<file path="src/timer_edge_capture_consts.vh">
// constants for the free-running timer and edge capture block
// assumes an APB slave with one 32-bit word per byte register
`ifndef TIMER_EDGE_CAPTURE_CONSTS_VH
`define TIMER_EDGE_CAPTURE_CONSTS_VH

// register indices; byte address is four times the index
`define TEC_IDX_COUNT_LOW 8'h20
`define TEC_IDX_COUNT_HIGH 8'h21
`define TEC_IDX_CH0_RISE 8'h22
`define TEC_IDX_CH1_RISE 8'h23
`define TEC_IDX_CH0_FALL 8'h24
`define TEC_IDX_CH1_FALL 8'h25
`define TEC_IDX_CONFIG 8'h2a
`define TEC_IDX_IRQ_ENABLE 8'h2b
`define TEC_IDX_IRQ_FLAGS 8'h2c
`define TEC_IDX_EVT_STATUS 8'h2d
`define TEC_IDX_EVT_MASK 8'h2e

// configuration field positions
`define TEC_CFG_HOLD_BIT 7
`define TEC_CFG_PRESCALE_HI 6
`define TEC_CFG_PRESCALE_LO 4
`define TEC_CFG_WIDE_BIT 3

// event status and mask bit positions
`define TEC_EVT_TICK 0
`define TEC_EVT_WRAP 1
`define TEC_EVT_CAP0 2
`define TEC_EVT_CAP1 3

// reset values
`define TEC_RST_COUNT 16'h0000
`define TEC_RST_BYTE 8'h00
`define TEC_RST_NIBBLE 4'h0

// timing figures
`define TEC_CORE_CLK_HZ 40_000_000
`define TEC_CAPTURE_HZ 4_000_000
`define TEC_TICK_PERIOD_US 1024

`endif

</file>
<file path="src/timer_edge_capture.v">
// 16-bit free-running timebase with two edge-capture channels and an
// APB register slave; tick and wrap interrupts plus capture interrupts.
// assumes one core clock; the capture clock is an enable from a divider
// and the two edge inputs arrive asynchronously from pins.
//
// Behaviour
// RQ1 - counter of 16 bits advances once per capture clock tick
// RQ2 - low byte read returns live value and latches high byte for later
// RQ3 - low byte write is buffered; high byte write loads all 16 bits
// RQ4 - software accesses low byte first, then high byte
// RQ5 - periodic tick event every 4096 counts, 1024 us at 4 MHz
// RQ6 - wrap event whenever the 16-bit counter overflows
// RQ7 - two channels, each with rise and fall capture registers
// RQ8 - without first-edge-hold every edge overwrites its capture register
// RQ9 - with first-edge-hold a register keeps first edge until read
// RQ10 - prescale n selects counter bits [7+n:n] for 8-bit capture
// RQ11 - wide enable stops channel 1 and uses its registers for channel 0
// RQ12 - wide mode: channel 0 holds bits 7:0, channel 1 bits 15:8
// RQ13 - one interrupt enable per capture register, bits 0 to 3
// RQ14 - load sets status flag; writing one clears, zero leaves it
// RQ15 - software clears a handled capture flag by writing one
// RQ16 - flag bits: 0 ch0 rise, 1 ch0 fall, 2 ch1 rise, 3 ch1 fall
// RQ17 - timer runs from its own capture clock, apart from bus timing
// RQ18 - tick, channel 0, channel 1 and wrap requests leave separately
// RQ19 - inputs synchronised; reserved bits read zero; capture writes ignored
`timescale 1ns/1ps
`include "timer_edge_capture_consts.vh"

module timer_edge_capture #(
  parameter CORE_CLK_HZ = `TEC_CORE_CLK_HZ,
  parameter CAPTURE_HZ = `TEC_CAPTURE_HZ
) (
  // clock and reset
  input wire CORE_CLK,
  input wire SRST,
  // apb slave
  input wire PSEL,
  input wire PENABLE,
  input wire PWRITE,
  input wire [9:0] PADDR,
  input wire [31:0] PWDATA,
  input wire [3:0] PSTRB,
  output reg [31:0] PRDATA,
  output reg PREADY,
  output reg PSLVERR,
  // edge inputs from pins
  input wire EDGE_INPUT_A,
  input wire EDGE_INPUT_B,
  // interrupt requests
  output reg IRQ_TICK,
  output reg IRQ_CAP0,
  output reg IRQ_CAP1,
  output reg IRQ_WRAP,
  output reg IRQ
);

  // divider and tick figures derived from the clock rates
  // integer figures are cut to the 16-bit counter width on purpose
  localparam integer DIV = CORE_CLK_HZ / CAPTURE_HZ;
  localparam integer DIV_LAST_FULL = DIV - 1;
  localparam [15:0] DIV_LAST = DIV_LAST_FULL[15:0];
  localparam integer TICK_COUNTS =
    `TEC_TICK_PERIOD_US * (CAPTURE_HZ / 1_000_000);
  localparam integer TICK_MASK_FULL = TICK_COUNTS - 1;
  localparam [15:0] TICK_MASK = TICK_MASK_FULL[15:0];

  // true when the byte address selects the given register index
  function hit;
    input [9:0] addr;
    input [7:0] idx;
    begin
      hit = (addr[1:0] == 2'b00) && (addr[9:2] == idx);
    end
  endfunction

  // eight-bit window [7+n:n] of the counter
  function [7:0] window;
    input [15:0] cnt;
    input [2:0] n;
    reg [15:0] sh;
    begin
      sh = cnt >> n;
      window = sh[7:0];
    end
  endfunction

  // capture clock divider
  reg [15:0] div_cnt;
  reg cap_tick;

  // counter and its byte-wise access latches
  reg [15:0] count;
  reg [7:0] low_buf;
  reg [7:0] high_hold;

  // configuration and capture interrupt state
  reg hold_first;
  reg [2:0] prescale;
  reg wide;
  reg [3:0] irq_en;
  reg [3:0] cap_flags;

  // capture registers and their first-edge locks
  reg [3:0] lock;
  reg [7:0] cap_val [0:3];

  // timebase and load events for the summary interrupt
  reg [3:0] evt_status;
  reg [3:0] evt_mask;

  // pin synchronisers and filtered levels
  reg [2:0] sync_a;
  reg [2:0] sync_b;
  reg lvl_a;
  reg lvl_b;

  // combinational read path and capture decode
  reg [31:0] next_rdata;
  reg next_err;
  reg [3:0] cap_evt;
  reg [3:0] load;
  reg [7:0] cap_new [0:3];

  // one loop index per process, so each has a single driver
  integer k;
  integer i;

  // the timebase advances only on this pulse, so captures and events
  // keep the pace of the capture clock whatever the bus does
  // one-cycle capture clock enable from the core clock [RQ17]
  always @(posedge CORE_CLK) begin
    if (SRST) begin
      div_cnt <= 16'h0000;
      cap_tick <= 1'b0;
    end else if (div_cnt == DIV_LAST) begin
      div_cnt <= 16'h0000;
      cap_tick <= 1'b1;
    end else begin
      div_cnt <= div_cnt + 16'h0001;
      cap_tick <= 1'b0;
    end
  end

  // the first stage may go metastable; only the second stage reads it,
  // and a glitch that stages 2 and 3 never agree on is dropped
  // three-stage pin synchronisers; level moves when stages 2 and 3 agree
  always @(posedge CORE_CLK) begin
    if (SRST) begin
      sync_a <= 3'b000;
      sync_b <= 3'b000;
      lvl_a <= 1'b0;
      lvl_b <= 1'b0;
    end else begin
      sync_a <= {sync_a[1:0], EDGE_INPUT_A}; // [RQ19]
      sync_b <= {sync_b[1:0], EDGE_INPUT_B}; // [RQ19]
      if (sync_a[1] == sync_a[2]) begin
        lvl_a <= sync_a[2];
      end
      if (sync_b[1] == sync_b[2]) begin
        lvl_b <= sync_b[2];
      end
    end
  end

  // edges of the filtered levels
  wire agree_a = (sync_a[1] == sync_a[2]);
  wire agree_b = (sync_b[1] == sync_b[2]);
  wire rise_a = agree_a & sync_a[2] & ~lvl_a;
  wire fall_a = agree_a & ~sync_a[2] & lvl_a;
  wire rise_b = agree_b & sync_b[2] & ~lvl_b;
  wire fall_b = agree_b & ~sync_b[2] & lvl_b;

  // decoding on the first access cycle only keeps read-clear and the
  // low-byte latch from firing again while pready stands
  // apb access decode; side effects happen once, at the wait cycle
  wire acc = PSEL & PENABLE & ~PREADY;
  wire wr = acc & PWRITE & PSTRB[0];
  wire rd = acc & ~PWRITE;
  wire [7:0] wd = PWDATA[7:0];
  wire h_lo = hit(PADDR, `TEC_IDX_COUNT_LOW);
  wire h_hi = hit(PADDR, `TEC_IDX_COUNT_HIGH);
  wire h_c0r = hit(PADDR, `TEC_IDX_CH0_RISE);
  wire h_c1r = hit(PADDR, `TEC_IDX_CH1_RISE);
  wire h_c0f = hit(PADDR, `TEC_IDX_CH0_FALL);
  wire h_c1f = hit(PADDR, `TEC_IDX_CH1_FALL);
  wire h_cfg = hit(PADDR, `TEC_IDX_CONFIG);
  wire h_ien = hit(PADDR, `TEC_IDX_IRQ_ENABLE);
  wire h_flg = hit(PADDR, `TEC_IDX_IRQ_FLAGS);
  wire h_est = hit(PADDR, `TEC_IDX_EVT_STATUS);
  wire h_emk = hit(PADDR, `TEC_IDX_EVT_MASK);
  wire [3:0] rd_cap = {rd & h_c1f, rd & h_c1r, rd & h_c0f, rd & h_c0r};
  wire load_count = wr & h_hi;

  // the tick fires as the masked low bits roll over, the wrap as all
  // sixteen do; both can fall on the same capture tick
  // timebase events; a software load of the counter suppresses them
  wire tick_evt = cap_tick & ~load_count &
    ((count & TICK_MASK) == TICK_MASK); // [RQ5]
  wire wrap_evt = cap_tick & ~load_count &
    (count == 16'hffff); // [RQ6]

  // software must read low then high and write low then high; the
  // high byte write alone loads the counter with the last buffered low byte
  // free-running counter with coherent byte-wise load
  always @(posedge CORE_CLK) begin
    if (SRST) begin
      count <= `TEC_RST_COUNT;
      low_buf <= `TEC_RST_BYTE;
      high_hold <= `TEC_RST_BYTE;
    end else begin
      if (load_count) begin
        count <= {wd, low_buf}; // [RQ3]
      end else if (cap_tick) begin
        count <= count + 16'h0001; // [RQ1]
      end
      if (wr & h_lo) begin
        low_buf <= wd; // [RQ3]
      end
      if (rd & h_lo) begin
        high_hold <= count[15:8]; // [RQ2]
      end
    end
  end

  // in wide mode channel 1's pin is ignored and its registers follow
  // the channel 0 edges with the counter's high byte
  // capture events, values and loads for the four registers
  always @* begin
    cap_evt[0] = rise_a; // [RQ7]
    cap_evt[1] = fall_a; // [RQ7]
    cap_evt[2] = wide ? rise_a : rise_b; // [RQ11]
    cap_evt[3] = wide ? fall_a : fall_b; // [RQ11]
    for (k = 0; k < 4; k = k + 1) begin
      if (wide) begin
        cap_new[k] = (k < 2) ? count[7:0] : count[15:8]; // [RQ12]
      end else begin
        cap_new[k] = window(count, prescale); // [RQ10]
      end
      load[k] = cap_evt[k] & ~(hold_first & lock[k]); // [RQ8] [RQ9]
    end
  end

  // capture registers and first-edge locks
  always @(posedge CORE_CLK) begin
    if (SRST) begin
      for (i = 0; i < 4; i = i + 1) begin
        cap_val[i] <= `TEC_RST_BYTE;
      end
      lock <= `TEC_RST_NIBBLE;
    end else begin
      for (i = 0; i < 4; i = i + 1) begin
        if (load[i]) begin
          cap_val[i] <= cap_new[i]; // [RQ8]
        end
      end
      // a fresh load wins over the read that releases the lock;
      // locks drop while hold is off, so turning hold on starts clean
      if (hold_first) begin
        lock <= (lock & ~rd_cap) | load; // [RQ9]
      end else begin
        lock <= `TEC_RST_NIBBLE;
      end
    end
  end

  // prescale, hold and wide take effect from the next edge on
  // configuration, enables and masks
  always @(posedge CORE_CLK) begin
    if (SRST) begin
      hold_first <= 1'b0;
      prescale <= 3'b000;
      wide <= 1'b0;
      irq_en <= `TEC_RST_NIBBLE;
      evt_mask <= `TEC_RST_NIBBLE;
    end else begin
      if (wr & h_cfg) begin
        hold_first <= wd[`TEC_CFG_HOLD_BIT]; // [RQ9]
        prescale <= wd[`TEC_CFG_PRESCALE_HI:`TEC_CFG_PRESCALE_LO];
        wide <= wd[`TEC_CFG_WIDE_BIT]; // [RQ11]
      end
      if (wr & h_ien) begin
        irq_en <= wd[3:0]; // [RQ13]
      end
      if (wr & h_emk) begin
        evt_mask <= wd[3:0];
      end
    end
  end

  // evt_status bits 2 and 3 track any load of a channel's registers
  // status flags: write one to clear capture flags, read clears events;
  // a set in the same cycle wins over the clear
  always @(posedge CORE_CLK) begin
    if (SRST) begin
      cap_flags <= `TEC_RST_NIBBLE;
      evt_status <= `TEC_RST_NIBBLE;
    end else begin
      cap_flags <= (cap_flags & ~({4{wr & h_flg}} & wd[3:0])) |
        load; // [RQ14] [RQ16]
      evt_status <= (evt_status & ~{4{rd & h_est}}) |
        {|load[3:2], |load[1:0], wrap_evt, tick_evt};
    end
  end

  // spare bits read as zero; capture registers have no write path, so
  // a write to them answers without error and changes nothing
  // read data and error for the addressed register
  always @* begin
    next_rdata = 32'h0000_0000;
    next_err = 1'b0;
    if (h_lo) begin
      next_rdata[7:0] = count[7:0]; // [RQ2]
    end else if (h_hi) begin
      next_rdata[7:0] = high_hold; // [RQ2]
    end else if (h_c0r) begin
      next_rdata[7:0] = cap_val[0];
    end else if (h_c1r) begin
      next_rdata[7:0] = cap_val[2];
    end else if (h_c0f) begin
      next_rdata[7:0] = cap_val[1];
    end else if (h_c1f) begin
      next_rdata[7:0] = cap_val[3];
    end else if (h_cfg) begin
      next_rdata[7:0] = {hold_first, prescale, wide, 3'b000}; // [RQ19]
    end else if (h_ien) begin
      next_rdata[3:0] = irq_en;
    end else if (h_flg) begin
      next_rdata[3:0] = cap_flags; // [RQ16]
    end else if (h_est) begin
      next_rdata[3:0] = evt_status;
    end else if (h_emk) begin
      next_rdata[3:0] = evt_mask;
    end else begin
      next_err = 1'b1;
    end
  end

  // pready, prdata and pslverr stand for exactly one cycle
  // apb answer: one wait cycle, then pready with registered data
  always @(posedge CORE_CLK) begin
    if (SRST) begin
      PREADY <= 1'b0;
      PRDATA <= 32'h0000_0000;
      PSLVERR <= 1'b0;
    end else if (acc) begin
      PREADY <= 1'b1;
      PRDATA <= PWRITE ? 32'h0000_0000 : next_rdata;
      PSLVERR <= next_err;
    end else begin
      PREADY <= 1'b0;
      PRDATA <= 32'h0000_0000;
      PSLVERR <= 1'b0;
    end
  end

  // each request is a level; it drops one cycle after its source clears
  // separate interrupt requests and the summary line
  always @(posedge CORE_CLK) begin
    if (SRST) begin
      IRQ_TICK <= 1'b0;
      IRQ_CAP0 <= 1'b0;
      IRQ_CAP1 <= 1'b0;
      IRQ_WRAP <= 1'b0;
      IRQ <= 1'b0;
    end else begin
      IRQ_TICK <= evt_status[`TEC_EVT_TICK] &
        evt_mask[`TEC_EVT_TICK]; // [RQ18]
      IRQ_WRAP <= evt_status[`TEC_EVT_WRAP] &
        evt_mask[`TEC_EVT_WRAP]; // [RQ18]
      IRQ_CAP0 <= |(cap_flags[1:0] & irq_en[1:0]); // [RQ13] [RQ18]
      IRQ_CAP1 <= |(cap_flags[3:2] & irq_en[3:2]); // [RQ13] [RQ18]
      IRQ <= |(evt_status & evt_mask);
    end
  end

endmodule

</file>
<file path="config.mk">
export PLATFORM = sky130hd
export DESIGN_NAME = timer_edge_capture
export DESIGN_NICKNAME = d
export VERILOG_FILES = /design/src/timer_edge_capture.v
export VERILOG_INCLUDE_DIRS = /design/src
export SDC_FILE = /design/constraint.sdc
export NUM_CORES = 1
export LEC_CHECK = 0
export BUFFER_PORTS_ARGS = -buffer_cell sky130_fd_sc_hd__buf_2
export CORE_MARGIN = 2
export CORE_UTILIZATION = 55
export DETAILED_ROUTE_END_ITERATION = 10
export HOLD_SLACK_MARGIN = 0.06
export PLACE_DENSITY = 0.77
export SLEW_MARGIN = 0
export SYNTH_ARGS = -nofsm -noshare
export SYNTH_HDL_FRONTEND = slang
export SYNTH_SLANG_ARGS = --single-unit
export TNS_END_PERCENT = 5
</file>
<file path="constraint.sdc">
create_clock -name CORE_CLK -period 2.6 [get_ports CORE_CLK]
set_clock_uncertainty 0.2 [all_clocks]
set_input_delay 0.26 -clock CORE_CLK [delete_from_list [all_inputs] [get_ports CORE_CLK]]
set_output_delay 0.26 -clock CORE_CLK [all_outputs]
set_load 0.005 [all_outputs]
</file>
==> PnR_summary.wiki, run 1 <==
{| class="wikitable"
! Metric !! Value
|-
| Die X-Extent || ~110 um
|-
| Async set or reset register ratio after synthesis || 0%
|-
| Min-delay worst type || primary input to flop
|-
| Combined area of all synthesized cells || 6505 um^2
|-
| IO Pins || 92
|-
| Final net count || approximately 830
|-
| Max Transition Viols Final || 0
|-
| Final total negative setup slack || 0 ns
|-
| Root Buffer Master || sky130_fd_sc_hd__clkbuf_16
|-
| Crit path launch || PADDR[0]
|-
| Synth-to-Final Area Change || 15.21%
|-
| Clock tree from TritonCTS || built
|-
| Kind of cell adding the most delay to the critical path || simple AND/OR/NAND/NOR gates
|-
| Number of remaining DRC errors || 0
|-
| Total of warnings raised by yosys || 0
|-
| Outcome || finished clean
|-
| Vias after detailed routing || 5,629
|-
| Tcrit/Tclk final || 95.78%
|-
| Overall routing resource usage || 27.49%
|-
| Number of flops mapped to enable cells by yosys || 32
|-
| Flop and latch count out of synthesis || roughly 130
|-
| Number of antenna violations at the first check in global routing || 0
|-
| Worst Hold Launch || PSEL
|-
| Count of unique library cells instantiated by Yosys || between 60 and 70
|-
| Setup-violating endpoint count in the final report || 0
|-
| HPWL Detailed || 12,530 um
|-
| Slowest library cell on the worst path || sky130_fd_sc_hd__or4_4
|-
| Static leakage || 0.002667 uW
|-
| N_diodes || 0
|-
| Most prevalent standard cell on the critical path || sky130_fd_sc_hd__or4_4
|-
| Starting utilization of the core area || between 50% and 60%
|-
| Placed instance count || between 800 and 900
|-
| Time the final worst path needs with I/O delays and setup || 2.490 ns
|-
| Top FF cell, synth || sky130_fd_sc_hd__dfxtp_1
|-
| Largest vdd supply drop || between 0.0006 and 0.0007 V
|-
| Unrepaired setup endpoints after global routing || no
|-
| Post-route cell area || between 7000 and 8000 um^2
|-
| Main area contributors after synthesis || sky130_fd_sc_hd__dfxtp_1 30%, sky130_fd_sc_hd__edfxtp_1 15%, sky130_fd_sc_hd__nor2_1 6.5%, sky130_fd_sc_hd__nand2_1 4.7%, sky130_fd_sc_hd__mux2i_1 3.8%
|-
| Peak per-stage delay on the critical path || 0.58 ns
|-
| Longest Clk Path Bufs || 2
|-
| Gpl congestion || 0.9318
|-
| Relative slew slack || 61.35%
|-
| Total clock buffers created by CTS || 17
|-
| List of most frequent post-synthesis cells || 112 x sky130_fd_sc_hd__nor2_1, 97 x sky130_fd_sc_hd__dfxtp_1, 81 x sky130_fd_sc_hd__nand2_1
|-
| Number of maximum-capacitance violations || 0
|-
| H-tree levels || 4
|-
| Layout cell share with drive strength beyond 1 || 16.71%
|-
| Type of the setup path with the least slack || primary input to flop
|-
| Number of fillers in the final layout || between 900 and 1,000
|-
| Routed WL || around 17,000 um
|-
| Power per cell area || ~600 nW/um^2
|-
| WP buf/inv || 3
|-
| Number of buffer cells added on primary ports || 40
|-
| Via count normalized by instance count || 6.072
|-
| Fmax || 401.6 MHz
|-
| Row count || 39
|-
| Count of nets left with antenna violations after detail routing || 0
|-
| Number of clock sinks || 129
|-
| Pin count of the biggest net entering global routing || 35
|-
| First-pass GRT wire length || 27,050 um
|-
| Seq/Total Area, Yosys || 44.62%
|-
| Post-synthesis instance total || 722
|-
| Library cell occupying the most area in the post-synthesis netlist || sky130_fd_sc_hd__dfxtp_1
|-
| Number of DRC markers after the initial detailed-route iteration || 522
|-
| Critical R2R Launch || count[3]
|-
| Clock transition at path regs || 0.06 ns
|-
| Endpoint type of the worst setup path || flop
|-
| Clock latency reported for the late side of the worst-skew pair || 0.42 ns
|-
| Cell Count, Final, Fillers Out || 927
|-
| Area taken by flip-flops and latches || 2903 um^2
|-
| Core ar. || 11,470 um^2
|-
| Least-Margin Pin Slew || ~0.58 ns
|-
| Detailed-route wire length per cell || 18.65 um
|-
| Endpoint required time on the critical path || 2.74 ns
|-
| Synth Area per Inst || 9.010 um^2
|-
| Vert. Die Dim || 112.8 um
|-
| Category of the worst setup path launch point || primary input
|-
| List of cells traversed by the critical path || dlygate4sd3_1 -> buf_2 -> or4_4 -> or4_4 -> buf_4 -> nor2_4 -> nand2_1 -> a21oi_1
|-
| Endpoint arrival time on the critical path || 2.63 ns
|-
| Die area || ~13,000 um^2
|-
| Area of combinational cells with multiple inputs || 3289 um^2
|-
| Final hold vios || 0
|-
| Placed cell areas || roughly 6800 um^2
|-
| Cell with the most instances after synthesis || sky130_fd_sc_hd__nor2_1
|-
| Vias in the first global route || 5,280
|-
| Sum of overflow across all layers after global routing || 0
|-
| Largest fanout of any net on the critical path || 8
|-
| Initial DRT Pass Iterations || 6
|-
| Fraction of post-synthesis cell area in the top cell type by area || 29.85%
|}
placed cells by master, fill, tap and decap left out, types with 10 or more instances in the layout:
master and instances:
sky130_fd_sc_hd__dfxtp_1 97, sky130_fd_sc_hd__nand4_1 12, sky130_fd_sc_hd__xor2_1 13, sky130_fd_sc_hd__a211oi_1 23, sky130_fd_sc_hd__nand3_1 16, sky130_fd_sc_hd__nor2_1 112
sky130_fd_sc_hd__nor2b_1 10, sky130_fd_sc_hd__a21oi_1 40, sky130_fd_sc_hd__nand2_1 81, sky130_fd_sc_hd__edfxtp_1 32, sky130_fd_sc_hd__o21ai_0 26, sky130_fd_sc_hd__dlygate4sd3_1 11
sky130_fd_sc_hd__conb_1 24, sky130_fd_sc_hd__buf_4 24, sky130_fd_sc_hd__xnor2_1 13, sky130_fd_sc_hd__clkbuf_16 17, sky130_fd_sc_hd__inv_1 10, sky130_fd_sc_hd__mux2i_1 25
sky130_fd_sc_hd__buf_2 40
registers in the layout, summed over array words and instances (netlist names), 3 cells and up:
register	flops
evt_mask	4
cap_flags	4
div_cnt	16
irq_en	4
sync_a	3
prescale	3
low_buf	8
lock	4
high_hold	8
sync_b	3
PRDATA	8
cap_val	32
evt_status	4
count	16
metal layers:
layer,routed length [um],track usage (%),vias up
met2,8249,45.19,288
met4,581,11.22,0
met1,6865,34.79,2662
met3,1596,6.963,45
li1,-,-,2634
met5,0,0,-
path summary, 6_finish.rpt:
kind,end,slack [ns],cells after the start
max reg2reg,count[14],0.29,5
max,high_hold[1],0.11,8
min reg2reg,sync_b[1],0.23,1
min,PREADY,0.08,4
where the power goes:
| group | switching (uW) | total [uW] | internal, uW | leakage, uW |
|---|---|---|---|---|
| registers | 17.0 | 2100 | 2080 | 0.00111 |
| logic | 134 | 206 | 72.0 | 0.00128 |
| clock network | 840 | 2210 | 1370 | 0.000278 |
| total | 991 | 4510 | 3520 | 0.00267 |
area by class of cell:
class / count / share of cell area [%]
sequential: 129 / 38.73
timing repair buffer: 77 / 7.078
inverter: 11 / 0.5509
multi-input combinational: 535 / 43.89
clock inverter: 10 / 1.119
clock buffer: 22 / 6.244
tap: 143 / 2.387
cell families (layout without fill, tap and decap cells):
kind of cell               after synthesis  after routing  synth area share, %
buffers and inverters                   81            120                6.251
AOI/OAI and AO/OA                      145            145                14.77
adders and majority gates                7              7                1.346
and+or+nand+nor                        295            295                21.97
muxes                                   38             38                7.482
other                                    1             24              0.05765
DFF                                    129            129                44.62
xor gates and xnor gates                26             26                3.501
repair_timing:
| item | in CTS | in global routing |
|---|---|---|
| buffers inserted | 0 | 1 |
| hold endpoints to repair | 34 | 0 |
| hold buffers | 11 | 0 |
| gates resized for setup | 0 | 2 |
| setup endpoints to repair | 0 | 16 |
worst min-delay path, delay by kind of cell:
| kind | cells | cell delay (ns) |
|---|---|---|
| buffers and inverters | 2 | 0.26 |
| AND/OR/NAND/NOR | 2 | 0.14 |
per-stage QoR:
stage	power, uW	hold WS [ns]	util [%]	setup WS [ns]
after floorplan	2279	0.1882	-	0.4146
after global placement	2325	0.2174	59.35	0.05106
after detailed placement	2331	0.2368	59.35	0.03318
after CTS	4529	0.06424	65.12	0.03506
after global routing	4638	0.07004	65.36	0.04625
final	4514	0.07790	65.36	0.1097
(Power assumes the default switching activity.)
==> inputs of run 2 (changes only) <==
--- a/config.mk
+++ b/config.mk
@@ -8,4 +8,5 @@
 export LEC_CHECK = 0
 export BUFFER_PORTS_ARGS = -buffer_cell sky130_fd_sc_hd__buf_2
+export CAP_MARGIN = 20
 export CORE_MARGIN = 2
 export CORE_UTILIZATION = 55
==> constraint.sdc (replaced) <==
create_clock -name CORE_CLK -period 2.6 [get_ports CORE_CLK]
set_clock_uncertainty 0.2 [all_clocks]
set_input_delay 0.13 -clock CORE_CLK [delete_from_list [all_inputs] [get_ports CORE_CLK]]
set_output_delay 0.13 -clock CORE_CLK [all_outputs]
set_load 0.005 [all_outputs]
==> PnR_summary.wiki, run 2 (synthesized netlist as in run 1, its figures left out) <==
{| class="wikitable"
! Metric !! Value
|-
| Largest vdd supply drop || 0.0005762 V (was 0.0006392 V)
|-
| Vert. Die Dim || 112.8 um (unchanged)
|-
| Core ar. || 11,470 um^2 (unchanged)
|-
| Die area || 12,710 um^2 (unchanged)
|-
| Relative slew slack || 61.17% (was 61.35%)
|-
| Least-Margin Pin Slew || 0.5825 ns (was 0.5797 ns)
|-
| Overall routing resource usage || 28.14% (was 27.49%)
|-
| Endpoint type of the worst setup path || flop (unchanged)
|-
| R2R Setup Slk || 0.28 ns (was 0.29 ns)
|-
| Most frequent standard cell in the layout excluding fill and tap cells || sky130_fd_sc_hd__nor2_1 (unchanged)
|-
| IO Pins || 92 (unchanged)
|-
| Final hold vios || 0 (unchanged)
|-
| Number of remaining DRC errors || 0 (unchanged)
|-
| Commonest cells after routing, fill and taps aside || 112 x sky130_fd_sc_hd__nor2_1, 97 x sky130_fd_sc_hd__dfxtp_1, 81 x sky130_fd_sc_hd__nand2_1 (unchanged)
|-
| Gpl congestion || 0.9507 (was 0.9318)
|-
| Vias in the first global route || 5,429 (was 5,280)
|-
| Combinational Power Share || 4.7% (was 4.6%)
|-
| Largest Register || cap_val (unchanged)
|-
| Net switching power || 1042 uW (was 991.3 uW)
|-
| Vias after detailed routing || 5,714 (was 5,629)
|-
| Sum of overflow across all layers after global routing || 0 (unchanged)
|-
| Peak per-stage delay on the critical path || 0.61 ns (was 0.58 ns)
|-
| Sequential power share || 45.4% (was 46.6%)
|-
| Clock latency reported for the late side of the worst-skew pair || 0.42 ns (about the same)
|-
| Clock power share || 50.0% (was 48.9%)
|-
| Number of clock sinks || 129 (unchanged)
|-
| Setup-violating endpoint count in the final report || 0 (unchanged)
|-
| Row count || 39 (unchanged)
|-
| Synth-to-Final Area Change || 16.23% (was 15.21%)
|-
| Root Buffer Master || sky130_fd_sc_hd__clkbuf_16 (unchanged)
|-
| HPWL Detailed || 12,460 um (was 12,530 um)
|-
| Routed WL || 17,390 um (was 17,290 um)
|-
| Type of the setup path with the least slack || primary input to flop (unchanged)
|-
| Endpoint arrival time on the critical path || 2.70 ns (was 2.63 ns)
|-
| Category of the worst setup path launch point || primary input (unchanged)
|-
| N_diodes || 0 (unchanged)
|-
| Starting utilization of the core area || 56.73% (unchanged)
|-
| List of cells traversed by the critical path || dlygate4sd3_1 -> buf_2 -> or4b_4 -> dlygate4sd3_1 -> or4_1 -> a21oi_1 (was dlygate4sd3_1 -> buf_2 -> or4_4 -> or4_4 -> buf_4 -> nor2_4 -> nand2_1 -> a21oi_1)
|-
| Pwr Total || 4634 uW (was 4514 uW)
|-
| Number of instances on the worst hold path || 4 (unchanged)
|-
| Max Transition Viols Final || 0 (unchanged)
|-
| Number of maximum-capacitance violations || 0 (unchanged)
|-
| Outcome || finished clean (unchanged)
|-
| Placed instance count || 878 (was 883)
|-
| Initial DRT Pass Iterations || 5 (was 6)
|-
| Critical R2R Launch || count[3] (unchanged)
|-
| Tcrit/Tclk final || 98.99% (was 95.78%)
|-
| Static leakage || 0.002675 uW (was 0.002667 uW)
|-
| Largest registers ranked by flip-flop count || cap_val (32), count (16), div_cnt (16) (unchanged)
|-
| Count of nets left with antenna violations after detail routing || 0 (unchanged)
|-
| Destination of the worst register-to-register timing path || count[14] (unchanged)
|-
| Fraction of power spent switching nets || 22.48% (was 21.96%)
|-
| Endpoint required time on the critical path || 2.73 ns (was 2.74 ns)
|-
| Clock tree from TritonCTS || built (unchanged)
|-
| Flip-flop count of the largest register, all copies and words added || 32 (unchanged)
|-
| Pin count of the biggest net entering global routing || 40 (was 35)
|-
| Time the final worst path needs with I/O delays and setup || 2.574 ns (was 2.490 ns)
|-
| Fmax || 388.5 MHz (was 401.6 MHz)
|-
| Worst Hold Launch || PADDR[2] (was PSEL)
|-
| Number of antenna violations at the first check in global routing || 0 (unchanged)
|-
| Number of buffer cells added on primary ports || 40 (unchanged)
|-
| Power per cell area || 612.9 nW/um^2 (was 602.3 nW/um^2)
|-
| Min-delay worst type || primary input to flop (unchanged)
|-
| Minimum hold slack || 0.1177 ns (was 0.07790 ns)
|-
| Detailed-route wire length per cell || 18.70 um (was 18.65 um)
|-
| H-tree levels || 4 (unchanged)
|-
| Total clock buffers created by CTS || 17 (unchanged)
|-
| Number of DRC markers after the initial detailed-route iteration || 740 (was 522)
|-
| Cell-internal power || 3592 uW (was 3522 uW)
|-
| Depth of the worst register-to-register path || 5 (unchanged)
|-
| Cell Count, Final, Fillers Out || 930 (was 927)
|-
| Endpoint, Worst Hold || PRDATA[7] (was PREADY)
|-
| First-pass GRT wire length || 27,740 um (was 27,050 um)
|-
| Largest fanout of any net on the critical path || 7 (was 8)
|-
| Slowest library cell on the worst path || sky130_fd_sc_hd__dlygate4sd3_1 (was sky130_fd_sc_hd__or4_4)
|-
| Most prevalent standard cell on the critical path || sky130_fd_sc_hd__dlygate4sd3_1 (was sky130_fd_sc_hd__or4_4)
|-
| Die X-Extent || 112.8 um (unchanged)
|-
| Longest Clk Path Bufs || 2 (unchanged)
|-
| Clock transition at path regs || 0.06 ns (about the same)
|-
| Final net count || 834 (was 831)
|-
| Via count normalized by instance count || 6.144 (was 6.072)
|-
| Layout cell share with drive strength beyond 1 || 15.88% (was 16.71%)
|}
## run 2: repair_timing
action | 4_1_cts | 5_1_grt
setup endpoints to repair | 0 | 5
hold endpoints to repair | 50 | 1
hold buffers | 19 | 1
setup buffers | 0 | 0
resized for setup | 0 | 2
## run 2: power by group through the flow
stage | clock network, uW | logic [uW] | registers (uW)
global placement | 0 | 179 | 2140
floorplan | 0 | 142 | 2140
CTS | 2330 | 208 | 2100
finish | 2320 | 216 | 2100
global route | 2430 | 233 | 2100
detailed placement | 0 | 186 | 2140
## run 2: final cells by class
cell class                      instances  area (um^2)
Timing Repair Buffer                   80        563.0
Multi-Input combinational cell        535         3289
Sequential cell                       129         2903
Clock buffer                           22        485.5
Inverter                               11        41.29
Clock inverter                         10        100.1
Fill cell                             896         3906
Tap cell                              143        178.9
## run 2: worst max-delay path by stage
stage / startpoint / to / slack (ns) / cells past startpoint
floorplan: prescale[0] / cap_val[1][7] / 0.43 / 7
global placement: PADDR[6] / PRDATA[6] / 0.25 / 6
detailed placement: PADDR[6] / low_buf[2] / 0.17 / 6
CTS: PADDR[8] / PSLVERR / 0.04 / 9
global route: PADDR[8] / PSLVERR / -0.02 / 9
finish: PADDR[8] / PRDATA[7] / 0.03 / 6
## run 2: per-layer routing
layer / part of all wire (%) / routed length (um) / track usage (%)
met1: 40 / 6949 / 36.11
met2: 46 / 8057 / 44.43
met3: 9.8 / 1713 / 6.802
met4: 3.9 / 674 / 14.55
met5: 0 / 0 / 0
## run 2: through the flow
step / util [%] / instance area [um^2] / setup TNS (ns) / worst slack (ns)
after CTS: 65.78 / 7543 / 0 / 0.04043
after global placement: 59.02 / 6768 / 0 / 0.2510
after floorplan: - / 6591 / 0 / 0.4300
after detailed placement: 59.02 / 6768 / 0 / 0.1672
after global routing: 65.94 / 7561 / -0.02023 / -0.02023
final: 65.94 / 7561 / 0 / 0.02613
## run 2: worst max-delay path: cells and delay by family
family	cells	cell delay [ns]
compound gates	1	0.21
buf+inv	3	1.29
simple gates	2	1.08
==> inputs of run 3 (changes only) <==
- clock period: 2.6 -> 2.9 ns (I/O delays scaled with it)
==> PnR_summary.wiki, run 3 (synthesized netlist as in run 1, its figures left out) <==
{| class="wikitable"
! Metric !! Value
|-
| Cell-internal power || 3187 uW (was 3592 uW)
|-
| Number of maximum-capacitance violations || 0 (unchanged)
|-
| Sum of overflow across all layers after global routing || 0 (unchanged)
|-
| Flip-flop count of the largest register, all copies and words added || 32 (unchanged)
|-
| N_diodes || 0 (unchanged)
|-
| Longest Clk Path Bufs || 2 (unchanged)
|-
| Via count normalized by instance count || 6.052 (was 6.144)
|-
| Tcrit/Tclk final || approximately nine tenths
|-
| Vert. Die Dim || 112.8 um (unchanged)
|-
| Largest vdd supply drop || 0.0005358 V (was 0.0005762 V)
|-
| Sequential power share || 45.7% (was 45.4%)
|-
| Row count || 39 (unchanged)
|-
| Max Transition Viols Final || 0 (unchanged)
|-
| Commonest cells after routing, fill and taps aside || 112 x sky130_fd_sc_hd__nor2_1, 97 x sky130_fd_sc_hd__dfxtp_1, 81 x sky130_fd_sc_hd__nand2_1 (unchanged)
|-
| Overall routing resource usage || 27.35% (was 28.14%)
|-
| Endpoint arrival time on the critical path || 2.70 ns (about the same)
|-
| Core ar. || 11,470 um^2 (unchanged)
|-
| Post-cts sizing count || 0 (unchanged)
|-
| Final hold vios || 0 (unchanged)
|-
| Worst Hold Launch || PSEL (was PADDR[2])
|-
| Layout cell share with drive strength beyond 1 || 14.60% (was 15.88%)
|-
| Category of the worst setup path launch point || primary input (unchanged)
|-
| Unrepaired setup endpoints after global routing || no
|-
| Time the final worst path needs with I/O delays and setup || approximately 2.6 ns
|-
| Die X-Extent || 112.8 um (unchanged)
|-
| Placed instance count || 868 (was 878)
|-
| Total clock buffers created by CTS || 17 (unchanged)
|-
| Combinational Power Share || 4.5% (was 4.7%)
|-
| Number of instances on the worst hold path || 3 (was 4)
|-
| Root Buffer Master || sky130_fd_sc_hd__clkbuf_16 (unchanged)
|-
| Clock transition at path regs || 0.06 ns (about the same)
|-
| Initial DRT Pass Iterations || 8 (was 5)
|-
| Clock tree from TritonCTS || built (unchanged)
|-
| Depth of the worst register-to-register path || 6 (was 5)
|-
| Clock latency reported for the late side of the worst-skew pair || 0.42 ns (about the same)
|-
| Placed cell areas || 6680 um^2 (was 6768 um^2)
|-
| Relative slew slack || 58.55% (was 61.17%)
|-
| First-pass GRT wire length || 27,080 um (was 27,740 um)
|-
| Most frequent standard cell in the layout excluding fill and tap cells || sky130_fd_sc_hd__nor2_1 (unchanged)
|-
| Static leakage || 0.002602 uW (was 0.002675 uW)
|-
| Fraction of power spent switching nets || 22.69% (was 22.48%)
|-
| Crit path launch || PADDR[4] (was PADDR[8])
|-
| Number of remaining DRC errors || 0 (unchanged)
|-
| Vias in the first global route || 5,264 (was 5,429)
|-
| Number of clock sinks || 129 (unchanged)
|-
| Count of nets left with antenna violations after detail routing || 0 (unchanged)
|-
| Critical R2R Launch || prescale[1] (was count[3])
|-
| H-tree levels || 4 (unchanged)
|-
| Detailed-route wire length per cell || 18.63 um (was 18.70 um)
|-
| Routed WL || 17,090 um (was 17,390 um)
|-
| Final total negative setup slack || 0 ns (unchanged)
|-
| Vias after detailed routing || 5,550 (was 5,714)
|-
| Number of DRC markers after the initial detailed-route iteration || 664 (was 740)
|-
| Largest fanout of any net on the critical path || 34 (was 7)
|-
| Min-delay worst type || primary input to flop (unchanged)
|-
| Clock power share || 49.8% (was 50.0%)
|-
| Die area || 12,710 um^2 (unchanged)
|-
| Setup-violating endpoint count in the final report || 0 (unchanged)
|-
| Number of fillers in the final layout || 945 (was 896)
|-
| Fmax || 384.1 MHz
|-
| Largest registers ranked by flip-flop count || cap_val (32), count (16), div_cnt (16) (unchanged)
|-
| Net switching power || 935.5 uW (was 1042 uW)
|-
| Number of antenna violations at the first check in global routing || 0 (unchanged)
|-
| Endpoint type of the worst setup path || flop (unchanged)
|-
| Pin count of the biggest net entering global routing || 35 (was 40)
|-
| Final net count || 821 (was 834)
|-
| Outcome || finished clean (unchanged)
|-
| Starting utilization of the core area || 56.73% (unchanged)
|-
| Type of the setup path with the least slack || primary input to flop (unchanged)
|-
| Gpl congestion || 0.9476 (was 0.9507)
|-
| Synth-to-Final Area Change || 14.12% (was 16.23%)
|-
| Number of buffer cells added on primary ports || 40 (unchanged)
|-
| Setup repair bufs after CTS || 0 (unchanged)
|-
| HPWL Detailed || 12,400 um (was 12,460 um)
|-
| Largest Register || cap_val (unchanged)
|-
| Endpoint required time on the critical path || 2.99 ns (was 2.73 ns)
|-
| Cell Count, Final, Fillers Out || 917 (was 930)
|-
| Power per cell area || 555.4 nW/um^2 (was 612.9 nW/um^2)
|-
| Post-route cell area || 7423 um^2 (was 7561 um^2)
|-
| Least-Margin Pin Slew || 0.6210 ns (was 0.5825 ns)
|-
| IO Pins || 92 (unchanged)
|}
==> run 3: cell count changes in the layout (fill, tap and decap cells not counted), sizes merged <==
cell         previous run  this run
clkinv                  5         6
buf                    60        50
dlygate4sd3            20        17
clkbuf                 22        21
==> run 3: per-stage QoR <==
step	total power (uW)	hold slack, ns	worst slack (ns)	util (%)
2_1_floorplan	2043	0.07318	0.7300	-
3_3_place_gp	2080	0.1566	0.4058	58.25
3_5_place_dp	2086	0.1629	0.3638	58.25
4_1_cts	4140	0.07016	0.3490	64.74
5_1_grt	4243	0.1184	0.2087	64.74
6_report	4123	0.09633	0.2966	64.74
==> run 3: final timing paths <==
path / to / slack, ns
min: PREADY / 0.1
max reg2reg: cap_val[1][3] / 0.55
max: evt_status[0] / 0.30
min reg2reg: sync_b[1] / 0.23
==> run 3: power by group through the flow <==
stage          Sequential, uW  Clock, uW  Combinational, uW
6_report                 1880       2050                184
5_1_grt                  1890       2160                201
4_1_cts                  1880       2070                181
3_5_place_dp             1920          0                163
3_3_place_gp             1920          0                158
2_1_floorplan            1920          0                128
==> run 3: final cells by class <==
type	instances	area, um^2	share of cell area [%]
Multi-Input combinational cell	535	3282	44.21
Sequential cell	129	2903	39.10
Clock buffer	21	471.7	6.354
Timing Repair Buffer	67	445.4	6.000
Tap cell	143	178.9	2.410
Clock inverter	11	101.3	1.365
Inverter	11	41.29	0.5562
==> run 3: layer usage <==
layer | routed length [um] | GRT usage [%]
met5 | 0 | 0
met1 | 7192 | 36.24
met2 | 7903 | 41.96
met3 | 1395 | 6.909
met4 | 595 | 13.50
==> run 3: timing repair <==
action / 4_1_cts / 5_1_grt
endpoints found under the setup margin: 0 / 0
endpoints found under the hold margin: 55 / 0
hold buffers: 17 / 0
==> run 3: critical path, stage by stage <==
cell                            delay [ns]
sky130_fd_sc_hd__dlygate4sd3_1        0.53
sky130_fd_sc_hd__buf_2                0.20
sky130_fd_sc_hd__or4_1                0.65
sky130_fd_sc_hd__nor3_1               0.44
sky130_fd_sc_hd__nand2_1              0.16
sky130_fd_sc_hd__buf_4                0.27
sky130_fd_sc_hd__a32oi_1              0.24
sky130_fd_sc_hd__nor2_1               0.05
